## config.mk

```make
export PLATFORM = sky130hd
export DESIGN_NAME = rsc_top
export DESIGN_NICKNAME = d
export VERILOG_FILES = /design/src/rsc_pkg.sv /design/src/rsc_bus_clk.sv /design/src/rsc_pin_sync.sv /design/src/rsc_top.sv
export SDC_FILE = /design/constraint.sdc
export NUM_CORES = 1
export LEC_CHECK = 0
export BUFFER_PORTS_ARGS = -buffer_cell sky130_fd_sc_hd__buf_2
export CORE_MARGIN = 2
export CORE_UTILIZATION = 54
export DETAILED_ROUTE_END_ITERATION = 8
export PLACE_DENSITY = 0.95
export SLEW_MARGIN = 20
export SYNTH_ARGS = -nofsm -noshare
export SYNTH_HDL_FRONTEND = slang
export SYNTH_HIERARCHICAL = 1
export SYNTH_SLANG_ARGS = --single-unit
```

## constraint.sdc

```tcl
create_clock -name clk_sys -period 3.14 [get_ports clk_sys]
set_input_delay 0.471 -clock clk_sys [delete_from_list [all_inputs] [get_ports clk_sys]]
set_output_delay 0.471 -clock clk_sys [all_outputs]
set_load 0.02 [all_outputs]
```

## src/rsc_pkg.sv

```systemverilog
// Package with constants, types and decode functions of the reset strap configuration block.
package rsc_pkg;

  // Read-only default configuration word and its field positions.
  localparam logic [7:0] RSC_DEFAULT_CFG = 8'hc8;
  localparam int RSC_DEF_MODE_BIT = 0;
  localparam int RSC_DEF_BOOT_EXT_BIT = 2;
  localparam int RSC_DEF_BOOT_PS_BIT = 3;
  localparam int RSC_DEF_PAD_BIT = 5;
  localparam int RSC_DEF_PLL_REF_BIT = 6;
  localparam int RSC_DEF_PLL_SEL_BIT = 7;

  // Data pin positions that carry override values.
  localparam int RSC_D_MODE0 = 16;
  localparam int RSC_D_MODE1 = 17;
  localparam int RSC_D_BOOT_EXT = 18;
  localparam int RSC_D_BOOT_PS = 19;
  localparam int RSC_D_PAD = 21;
  localparam int RSC_D_PLL_REF = 22;
  localparam int RSC_D_PLL_SEL = 23;
  localparam int RSC_D_MODE2 = 26;

  // Strap pins that the outside must drive during reset.
  localparam logic [31:0] RSC_DATA_STRAP_MASK = 32'h04ef_0000;
  localparam logic [7:0] RSC_PA_STRAP_MASK = 8'h14;
  localparam logic [7:0] RSC_PB_STRAP_MASK = 8'hef;

  // Bus clock rising edges to wait after reset output negates before driving pins.
  localparam logic [1:0] RSC_BUS_RISE_WAIT = 2'h2;

  typedef enum logic [1:0] {
    RSC_MODE_MASTER = 2'b00,
    RSC_MODE_SINGLE = 2'b01,
    RSC_MODE_FAST = 2'b10,
    RSC_MODE_EMUL = 2'b11
  } rsc_mode_e;

  typedef enum logic [1:0] {
    RSC_CLK_EXT = 2'b00,
    RSC_CLK_PLL_1TO1 = 2'b01,
    RSC_CLK_PLL_EXTREF = 2'b10,
    RSC_CLK_PLL_XTAL = 2'b11
  } rsc_clk_e;

  typedef enum logic [1:0] {
    RSC_ST_RESET = 2'b00,
    RSC_ST_WAIT = 2'b01,
    RSC_ST_RUN = 2'b10
  } rsc_state_e;

  typedef struct packed {
    rsc_mode_e chip_mode;
    logic boot_external;
    logic boot_port_32;
    logic pad_full;
    rsc_clk_e clock_mode;
    logic override_used;
  } rsc_cfg_s;

  typedef struct packed {
    logic [31:0] data;
    logic [7:0] port_a;
    logic [7:0] port_b;
    logic pll_enable_strap;
    logic config_override_enable_n;
  } rsc_strap_s;

  localparam int RSC_STRAP_W = $bits(rsc_strap_s);

  // Chip mode from three pin levels: 111 master, 110 single, 10x fast, 0xx emulation.
  function automatic rsc_mode_e rsc_decode_mode(input logic [2:0] bits);
    if (!bits[2]) begin
      return RSC_MODE_EMUL;
    end else if (!bits[1]) begin
      return RSC_MODE_FAST;
    end else if (bits[0]) begin
      return RSC_MODE_MASTER;
    end
    return RSC_MODE_SINGLE;
  endfunction : rsc_decode_mode

  // Clock mode from enable strap and two selects: 0xx external, 10x 1:1, 110 ext ref, 111 crystal.
  function automatic rsc_clk_e rsc_decode_clk(input logic [2:0] bits);
    if (!bits[2]) begin
      return RSC_CLK_EXT;
    end else if (!bits[1]) begin
      return RSC_CLK_PLL_1TO1;
    end else if (bits[0]) begin
      return RSC_CLK_PLL_XTAL;
    end
    return RSC_CLK_PLL_EXTREF;
  endfunction : rsc_decode_clk

endpackage : rsc_pkg

```

## src/rsc_bus_clk.sv

```systemverilog
// Bus clock output divider with a one-cycle pulse on each rising edge.
`timescale 1ns/1ps
module rsc_bus_clk #(
  parameter int HALF_PERIOD = 2
) (
  // Clock and reset
  input wire logic clk_sys,
  input wire logic rst,
  // Divided clock
  output logic bus_clock_output,
  output logic bus_rise
);

  localparam int CW = (HALF_PERIOD > 1) ? $clog2(HALF_PERIOD) : 1;
  localparam logic [CW-1:0] LAST = CW'(HALF_PERIOD - 1);

  logic [CW-1:0] cnt_r;
  logic [CW-1:0] cnt_nxt;
  logic clk_r;
  logic clk_nxt;
  logic rise_r;
  logic rise_nxt;

  always_comb begin
    cnt_nxt = cnt_r + CW'(1);
    clk_nxt = clk_r;
    rise_nxt = 1'b0;
    if (cnt_r == LAST) begin
      cnt_nxt = '0;
      clk_nxt = !clk_r;
      rise_nxt = !clk_r;
    end
  end

  always_ff @(posedge clk_sys) begin
    if (rst) begin
      cnt_r <= '0;
      clk_r <= 1'b0;
      rise_r <= 1'b0;
    end else begin
      cnt_r <= cnt_nxt;
      clk_r <= clk_nxt;
      rise_r <= rise_nxt;
    end
  end

  assign bus_clock_output = clk_r;
  assign bus_rise = rise_r;

endmodule : rsc_bus_clk

```

## src/rsc_pin_sync.sv

```systemverilog
// Three-stage pin synchroniser that accepts a change once stages two and three agree.
`timescale 1ns/1ps
module rsc_pin_sync #(
  parameter int WIDTH = 1
) (
  // Clock and reset
  input wire logic clk_sys,
  input wire logic rst,
  // Pin side
  input wire logic [WIDTH-1:0] pin_in,
  // Core side
  output logic [WIDTH-1:0] pin_sync
);

  logic [WIDTH-1:0] s1_r;
  logic [WIDTH-1:0] s2_r;
  logic [WIDTH-1:0] s3_r;
  logic [WIDTH-1:0] out_r;
  logic [WIDTH-1:0] out_nxt;

  // The stages keep sampling during reset so straps are settled when reset releases.
  always_ff @(posedge clk_sys) begin
    s1_r <= pin_in;
    s2_r <= s1_r;
    s3_r <= s2_r;
  end

  genvar g;
  generate
    for (g = 0; g < WIDTH; g++) begin : g_agree
      always_comb begin
        out_nxt[g] = (s2_r[g] == s3_r[g]) ? s3_r[g] : out_r[g];
      end
    end
  endgenerate

  always_ff @(posedge clk_sys) begin
    out_r <= out_nxt;
  end

  assign pin_sync = out_r;

endmodule : rsc_pin_sync

```

## src/rsc_top.sv

```systemverilog
// Reset-time strap capture and chip configuration with pin handover control.
//
// Overview of operation
// [RULE1] From reset start all override pins and the PLL strap are inputs.
// [RULE2] Outside logic drives data, port A and port B straps throughout reset.
// [RULE3] Override-enable pin is config input in reset, mode-defined function afterwards.
// [RULE4] Without override, configuration comes from defaults and data pins are ignored.
// [RULE5] Without override, configuration outputs equal the default register reset value.
// [RULE6] With override, configuration outputs follow the sampled data pin levels.
// [RULE7] Mode pins 26,17,16: 111 master, 110 single, 10x fast, 0xx emulation.
// [RULE8] Boot pins 19,18: x0 internal 32-bit, 01 external 16-bit, 11 external 32-bit.
// [RULE9] Pad strength from data pin 21; default is default strength.
// [RULE10] PLL strap with pins 23,22: 0xx external, 10x 1:1, 110 ext ref, 111 crystal.
// [RULE11] Default clock mode is normal PLL with crystal reference.
// [RULE12] Data pins outside the strap set never affect configuration.
// [RULE13] Outside logic drives straps while reset output is high, releases within one bus clock.
// [RULE14] Pins become outputs only a full bus clock cycle after reset output negates.
// [RULE15] Chip mode and clock mode are frozen after reset; software cannot change them.
// [RULE16] Pad strength stays writable by software after reset.
// [RULE17] Straps captured at reset release and held until the next reset.
`timescale 1ns/1ps
module rsc_top #(
  parameter int BUS_HALF_PERIOD = 2
) (
  // Clock and internal reset
  input wire logic clk_sys,
  input wire logic rst,
  // Strap pins, input side
  input wire logic [31:0] data_in,
  input wire logic [7:0] port_a_in,
  input wire logic [7:0] port_b_in,
  input wire logic pll_enable_strap,
  input wire logic config_override_enable_n,
  // Pin drive requests from the core after reset
  input wire logic [31:0] core_data_out,
  input wire logic [31:0] core_data_oe,
  input wire logic [7:0] core_port_a_out,
  input wire logic [7:0] core_port_a_oe,
  input wire logic [7:0] core_port_b_out,
  input wire logic [7:0] core_port_b_oe,
  // Pin drive, output side
  output logic [31:0] data_out,
  output logic [31:0] data_oe,
  output logic [7:0] port_a_out,
  output logic [7:0] port_a_oe,
  output logic [7:0] port_b_out,
  output logic [7:0] port_b_oe,
  // Reset handover
  output logic reset_output,
  output logic bus_clock_output,
  output logic override_pin_is_config,
  // Pad strength software access
  input wire logic pad_load_wr,
  input wire logic pad_load_value,
  // Captured configuration
  output rsc_pkg::rsc_cfg_s chip_cfg,
  output logic [2:0] chip_mode_bits
);
  import rsc_pkg::*;

  rsc_strap_s strap_raw;
  rsc_strap_s strap;
  logic bus_rise;

  assign strap_raw = '{data: data_in, port_a: port_a_in, port_b: port_b_in,
                       pll_enable_strap: pll_enable_strap, config_override_enable_n: config_override_enable_n};

  rsc_pin_sync #(
    .WIDTH(RSC_STRAP_W)
  ) u_sync (
    .clk_sys(clk_sys),
    .rst(rst),
    .pin_in(strap_raw),
    .pin_sync(strap)
  );

  rsc_bus_clk #(
    .HALF_PERIOD(BUS_HALF_PERIOD)
  ) u_bus_clk (
    .clk_sys(clk_sys),
    .rst(rst),
    .bus_clock_output(bus_clock_output),
    .bus_rise(bus_rise)
  );

  // Configuration words built from defaults and from override pins.
  rsc_cfg_s cfg_default;
  rsc_cfg_s cfg_override;
  logic [2:0] mode_pins;
  logic [31:0] data_straps;

  always_comb begin
    cfg_default.chip_mode = RSC_DEFAULT_CFG[RSC_DEF_MODE_BIT] ? RSC_MODE_MASTER : RSC_MODE_SINGLE; // RULE7
    cfg_default.boot_external = RSC_DEFAULT_CFG[RSC_DEF_BOOT_EXT_BIT]; // RULE8
    cfg_default.boot_port_32 = RSC_DEFAULT_CFG[RSC_DEF_BOOT_PS_BIT];
    cfg_default.pad_full = RSC_DEFAULT_CFG[RSC_DEF_PAD_BIT]; // RULE9
    cfg_default.clock_mode = rsc_decode_clk({1'b1, RSC_DEFAULT_CFG[RSC_DEF_PLL_SEL_BIT],
                                             RSC_DEFAULT_CFG[RSC_DEF_PLL_REF_BIT]}); // RULE11
    cfg_default.override_used = 1'b0; // RULE5
  end

  // Only the strap set passes; every other data pin is masked off.
  assign data_straps = strap.data & RSC_DATA_STRAP_MASK; // RULE12
  assign mode_pins = {data_straps[RSC_D_MODE2], data_straps[RSC_D_MODE1], data_straps[RSC_D_MODE0]};

  always_comb begin
    cfg_override.chip_mode = rsc_decode_mode(mode_pins); // RULE7
    cfg_override.boot_external = data_straps[RSC_D_BOOT_EXT]; // RULE8
    // An internal boot always runs at 32-bit port size.
    cfg_override.boot_port_32 = data_straps[RSC_D_BOOT_EXT] ? data_straps[RSC_D_BOOT_PS] : 1'b1;
    cfg_override.pad_full = data_straps[RSC_D_PAD]; // RULE9
    cfg_override.clock_mode = rsc_decode_clk({strap.pll_enable_strap, data_straps[RSC_D_PLL_SEL],
                                              data_straps[RSC_D_PLL_REF]}); // RULE10
    cfg_override.override_used = 1'b1; // RULE6
  end

  // Handover state, captured configuration and pad strength.
  rsc_state_e st_r;
  rsc_state_e st_nxt;
  rsc_cfg_s cfg_r;
  rsc_cfg_s cfg_nxt;
  logic [2:0] mode_bits_r;
  logic [2:0] mode_bits_nxt;
  logic [1:0] rise_cnt_r;
  logic [1:0] rise_cnt_nxt;
  logic reset_out_r;
  logic reset_out_nxt;
  logic pins_en_r;
  logic pins_en_nxt;
  logic capture;

  assign capture = (st_r == RSC_ST_RESET); // RULE17

  always_comb begin
    st_nxt = st_r;
    cfg_nxt = cfg_r;
    mode_bits_nxt = mode_bits_r;
    rise_cnt_nxt = rise_cnt_r;
    reset_out_nxt = reset_out_r;
    pins_en_nxt = pins_en_r;
    unique case (st_r)
      RSC_ST_RESET: begin
        // First edge after release: sample the settled straps once.
        if (strap.config_override_enable_n) begin
          cfg_nxt = cfg_default; // RULE4
          mode_bits_nxt = {1'b1, 1'b1, RSC_DEFAULT_CFG[RSC_DEF_MODE_BIT]};
        end else begin
          cfg_nxt = cfg_override; // RULE6
          mode_bits_nxt = mode_pins;
        end
        reset_out_nxt = 1'b0;
        rise_cnt_nxt = '0;
        st_nxt = RSC_ST_WAIT;
      end
      RSC_ST_WAIT: begin
        // Two rising edges after negation span at least one full bus clock cycle.
        if (bus_rise) begin
          rise_cnt_nxt = rise_cnt_r + 2'h1;
          if (rise_cnt_r + 2'h1 == RSC_BUS_RISE_WAIT) begin
            pins_en_nxt = 1'b1; // RULE14
            st_nxt = RSC_ST_RUN;
          end
        end
      end
      RSC_ST_RUN: begin
        // Mode and clock fields have no write path after capture.
        if (pad_load_wr) begin
          cfg_nxt.pad_full = pad_load_value; // RULE16
        end
      end
      default: begin
        st_nxt = RSC_ST_RESET;
      end
    endcase
  end

  always_ff @(posedge clk_sys) begin
    if (rst) begin
      st_r <= RSC_ST_RESET;
      cfg_r <= '0;
      mode_bits_r <= '0;
      rise_cnt_r <= '0;
      reset_out_r <= 1'b1;
      pins_en_r <= 1'b0; // RULE1
    end else begin
      st_r <= st_nxt;
      cfg_r <= cfg_nxt; // RULE15
      mode_bits_r <= mode_bits_nxt;
      rise_cnt_r <= rise_cnt_nxt;
      reset_out_r <= reset_out_nxt;
      pins_en_r <= pins_en_nxt;
    end
  end

  // Pin drive is gated until handover completes, so straps are never contended.
  assign data_oe = pins_en_r ? core_data_oe : '0; // RULE14
  assign port_a_oe = pins_en_r ? core_port_a_oe : '0;
  assign port_b_oe = pins_en_r ? core_port_b_oe : '0;
  assign data_out = core_data_out;
  assign port_a_out = core_port_a_out;
  assign port_b_out = core_port_b_out;
  // Strap drivers outside release on this signal.
  assign reset_output = reset_out_r; // RULE13
  assign override_pin_is_config = (st_r == RSC_ST_RESET); // RULE3
  assign chip_cfg = cfg_r;
  assign chip_mode_bits = mode_bits_r;

  // Cycles since reset output negated; it saturates once a full bus clock cycle has passed.
  localparam int GAP_MIN = 2 * BUS_HALF_PERIOD;
  localparam int GAP_W = $clog2(GAP_MIN + 1);
  localparam int HANDOVER_CYC = 3 * BUS_HALF_PERIOD;
  logic [GAP_W-1:0] gap_cnt_r;
  logic [GAP_W-1:0] gap_cnt_nxt;

  always_comb begin
    gap_cnt_nxt = gap_cnt_r;
    if (!reset_output && gap_cnt_r != GAP_W'(GAP_MIN)) begin
      gap_cnt_nxt = gap_cnt_r + GAP_W'(1);
    end
  end

  always_ff @(posedge clk_sys) begin
    if (rst) begin
      gap_cnt_r <= '0;
    end else begin
      gap_cnt_r <= gap_cnt_nxt;
    end
  end
endmodule : rsc_top

```

==> flow_summary.ini, run 1 <==
[status]
status = aborted with a tool error
error = [ERROR PPL-0024] Number of IO pins (260) exceeds maximum number of available positions (250). Increase the die perimeter from 285.84um to 353.60um.
lastStage = I/O pin placement (3_2_place_iop)

[floorplanning]
die_height_um = 71.5
initial_core_util = 0.561
die_w_um = 71.5
rows = 24

[yosys]
syn-instance-count = 235
yosysWarningCount = 6
synthesis.area_um2 = 2460
syn_avg_cell_area_um2 = 10.5
synthesis.nets = 386
==> inputs of run 2 (changes only) <==
--- a/config.mk
+++ b/config.mk
@@ -7,9 +7,9 @@
 export LEC_CHECK = 0
 export BUFFER_PORTS_ARGS = -buffer_cell sky130_fd_sc_hd__buf_2
 export CORE_MARGIN = 2
-export CORE_UTILIZATION = 54
+export CORE_UTILIZATION = 40
 export DETAILED_ROUTE_END_ITERATION = 8
-export PLACE_DENSITY = 0.95
+export PLACE_DENSITY_LB_ADDON = 0.15
 export SLEW_MARGIN = 20
 export SYNTH_ARGS = -nofsm -noshare
 export SYNTH_HDL_FRONTEND = slang
==> flow_summary.ini, run 2 <==
[status]
status = finished, final reports clean

[floorplanning]
initial_core_util = 0.415
dieArea_um2 = 6790
ios = 260
die_w_um = 82.4
die_height_um = 82.4
core_um2 = 5920
rows = 28

[yosys]
yosysWarningCount = 6
syn-instance-count = 235
synthesis.area_um2 = 2460
syn_avg_cell_area_um2 = 10.5
synthesis.nets = 386

[sta]
finalCriticalPeriod_ns = 1.96
setup_viol = 0
fmax_mhz = 509
worst_slew_pin_slew_ns = 0.565
fin_hold_ws_ns = 0.245
report.final.slew_viol_count = 0
hold_viol_final = 0
rsz0062_at_grt = false
setup_tns_ns = 0
clock_skew_ns = 0.00688
max-slew-margin-rel = 0.623
timing.final.crit_share = 0.625

[cells_and_area]
fin_cells = 394
drive_above_1_share = 0.455
multi_input_area_um2 = 712
stdcell_area_um2 = 2990
final_common_cell = buf_2
nets = 465
regArea_um2 = 1300
layout_common_cells = buf_2 (123), dfxtp_1 (49), and2_1 (48), clkbuf_8 (11), xnor2_1 (11)
syn_to_final_growth_pct = 21.5
diodes = 0
fillCellCount = 568

[placement]
port_buffers = 123
dp_hpwl_um = 5240
gp_congestion = 0.753
place_area_um2 = 2760
place_inst = 378

[clock_tree]
htree_levels = 3
cts_setup_buffers = 0
cts_hold_buf = 0
cts_buffers = 9
post_cts_resized = 0
path_clk_slew_ns = 0.06
cts_tree = yes
cts_root_buffer = clkbuf_8
cts.sink_count = 60
clock_latency_ns = 0.33
clockBufferDepth = 2

[global_routing]
grt_pass1_vias = 1729
grt_antenna_before_repair = 0
overflow = 0
grt_pass1_wl_um = 8850
track_usage = 0.190
grt_max_degree = 50

[drt]
drc = 0
wl_um = 6440
routedWlPerCell_um = 16.3
routed-via-count = 1797
drtIter0Drc = 49
first_pass_iters = 4
via_per_inst = 4.56
ant_nets = 0

[worst_setup_path]
cp.arrival_ns = 1.49
cp-start-kind = flip-flop
worstPathRequired_ns = 2.67
worstPathCellList = or2_1, inv_8, buf_2
path_class = flip-flop to primary output
worstSetupEndpointType = primary output
cp_max_fo = 14
slowest_delay_ns = 0.45
cpMaxStageDelayCell = or2_1
r2r_cells = 4

[min_path]
hold_depth = 1
hold_class = input pin to flip-flop

[pwr]
total_power_mw = 1.74
irDropWorstVdd_mv = 0.512
power.leakage_nw = 1.50
powerDensity_nw_per_um2 = 582

[job]
cap_viol_max_count = 0
==> run 2: layout make-up <==
| type | count | area share |
|---|---|---|
| flip-flops and latches | 60 | 0.436 |
| multi-input cells | 113 | 0.238 |
| repair buffers | 124 | 0.209 |
| clock buffers | 11 | 0.0507 |
| well taps | 75 | 0.0314 |
| clock inverters | 5 | 0.0247 |
| inverters | 6 | 0.0101 |
==> run 2: worst max-delay path, delay by kind of cell, from the launching register on <==
kind,cells,cell delay (ns)
simple gates,1,0.45
buf+inv,2,0.29
flops,1,0.43
==> run 2: path summary, 6_finish.rpt <==
kind	slack [ns]	startpoint	endpoint
max reg2reg	1.72	st_r[1]$_SDFFE_PP0P_	chip_cfg[4]$_SDFFE_PP0P_
min	0.24	data_in[26]	u_sync/s1_r[44]$_DFF_P_
max	1.18	st_r[1]$_SDFFE_PP0P_	override_pin_is_config
min reg2reg	0.32	u_sync/s1_r[37]$_DFF_P_	u_sync/s2_r[37]$_DFF_P_
==> run 2: report_power, final <==
group | internal, mW | switching (mW) | total, mW
registers | 0.832 | 0.0266 | 0.859
logic | 0.0608 | 0.0599 | 0.121
clock network | 0.484 | 0.276 | 0.760
==> run 2: stage by stage <==
| step | setup WS [ns] | utilization |
|---|---|---|
| detailed placement | 1.19 | 0.466 |
| floorplan | 1.67 | - |
| global placement | 1.19 | 0.466 |
| finish | 1.18 | 0.504 |
| global route | 1.06 | 0.504 |
| CTS | 0.815 | 0.504 |
==> run 2: per-layer routing <==
metal | global-route usage | wire (um) | up-vias
li1 | - | - | 867
met1 | 0.162 | 2020 | 781
met2 | 0.334 | 3140 | 128
met3 | 0.0978 | 866 | 21
met4 | 0.137 | 410 | 0
met5 | 0 | 0 | -
(Power assumes the default switching activity.)
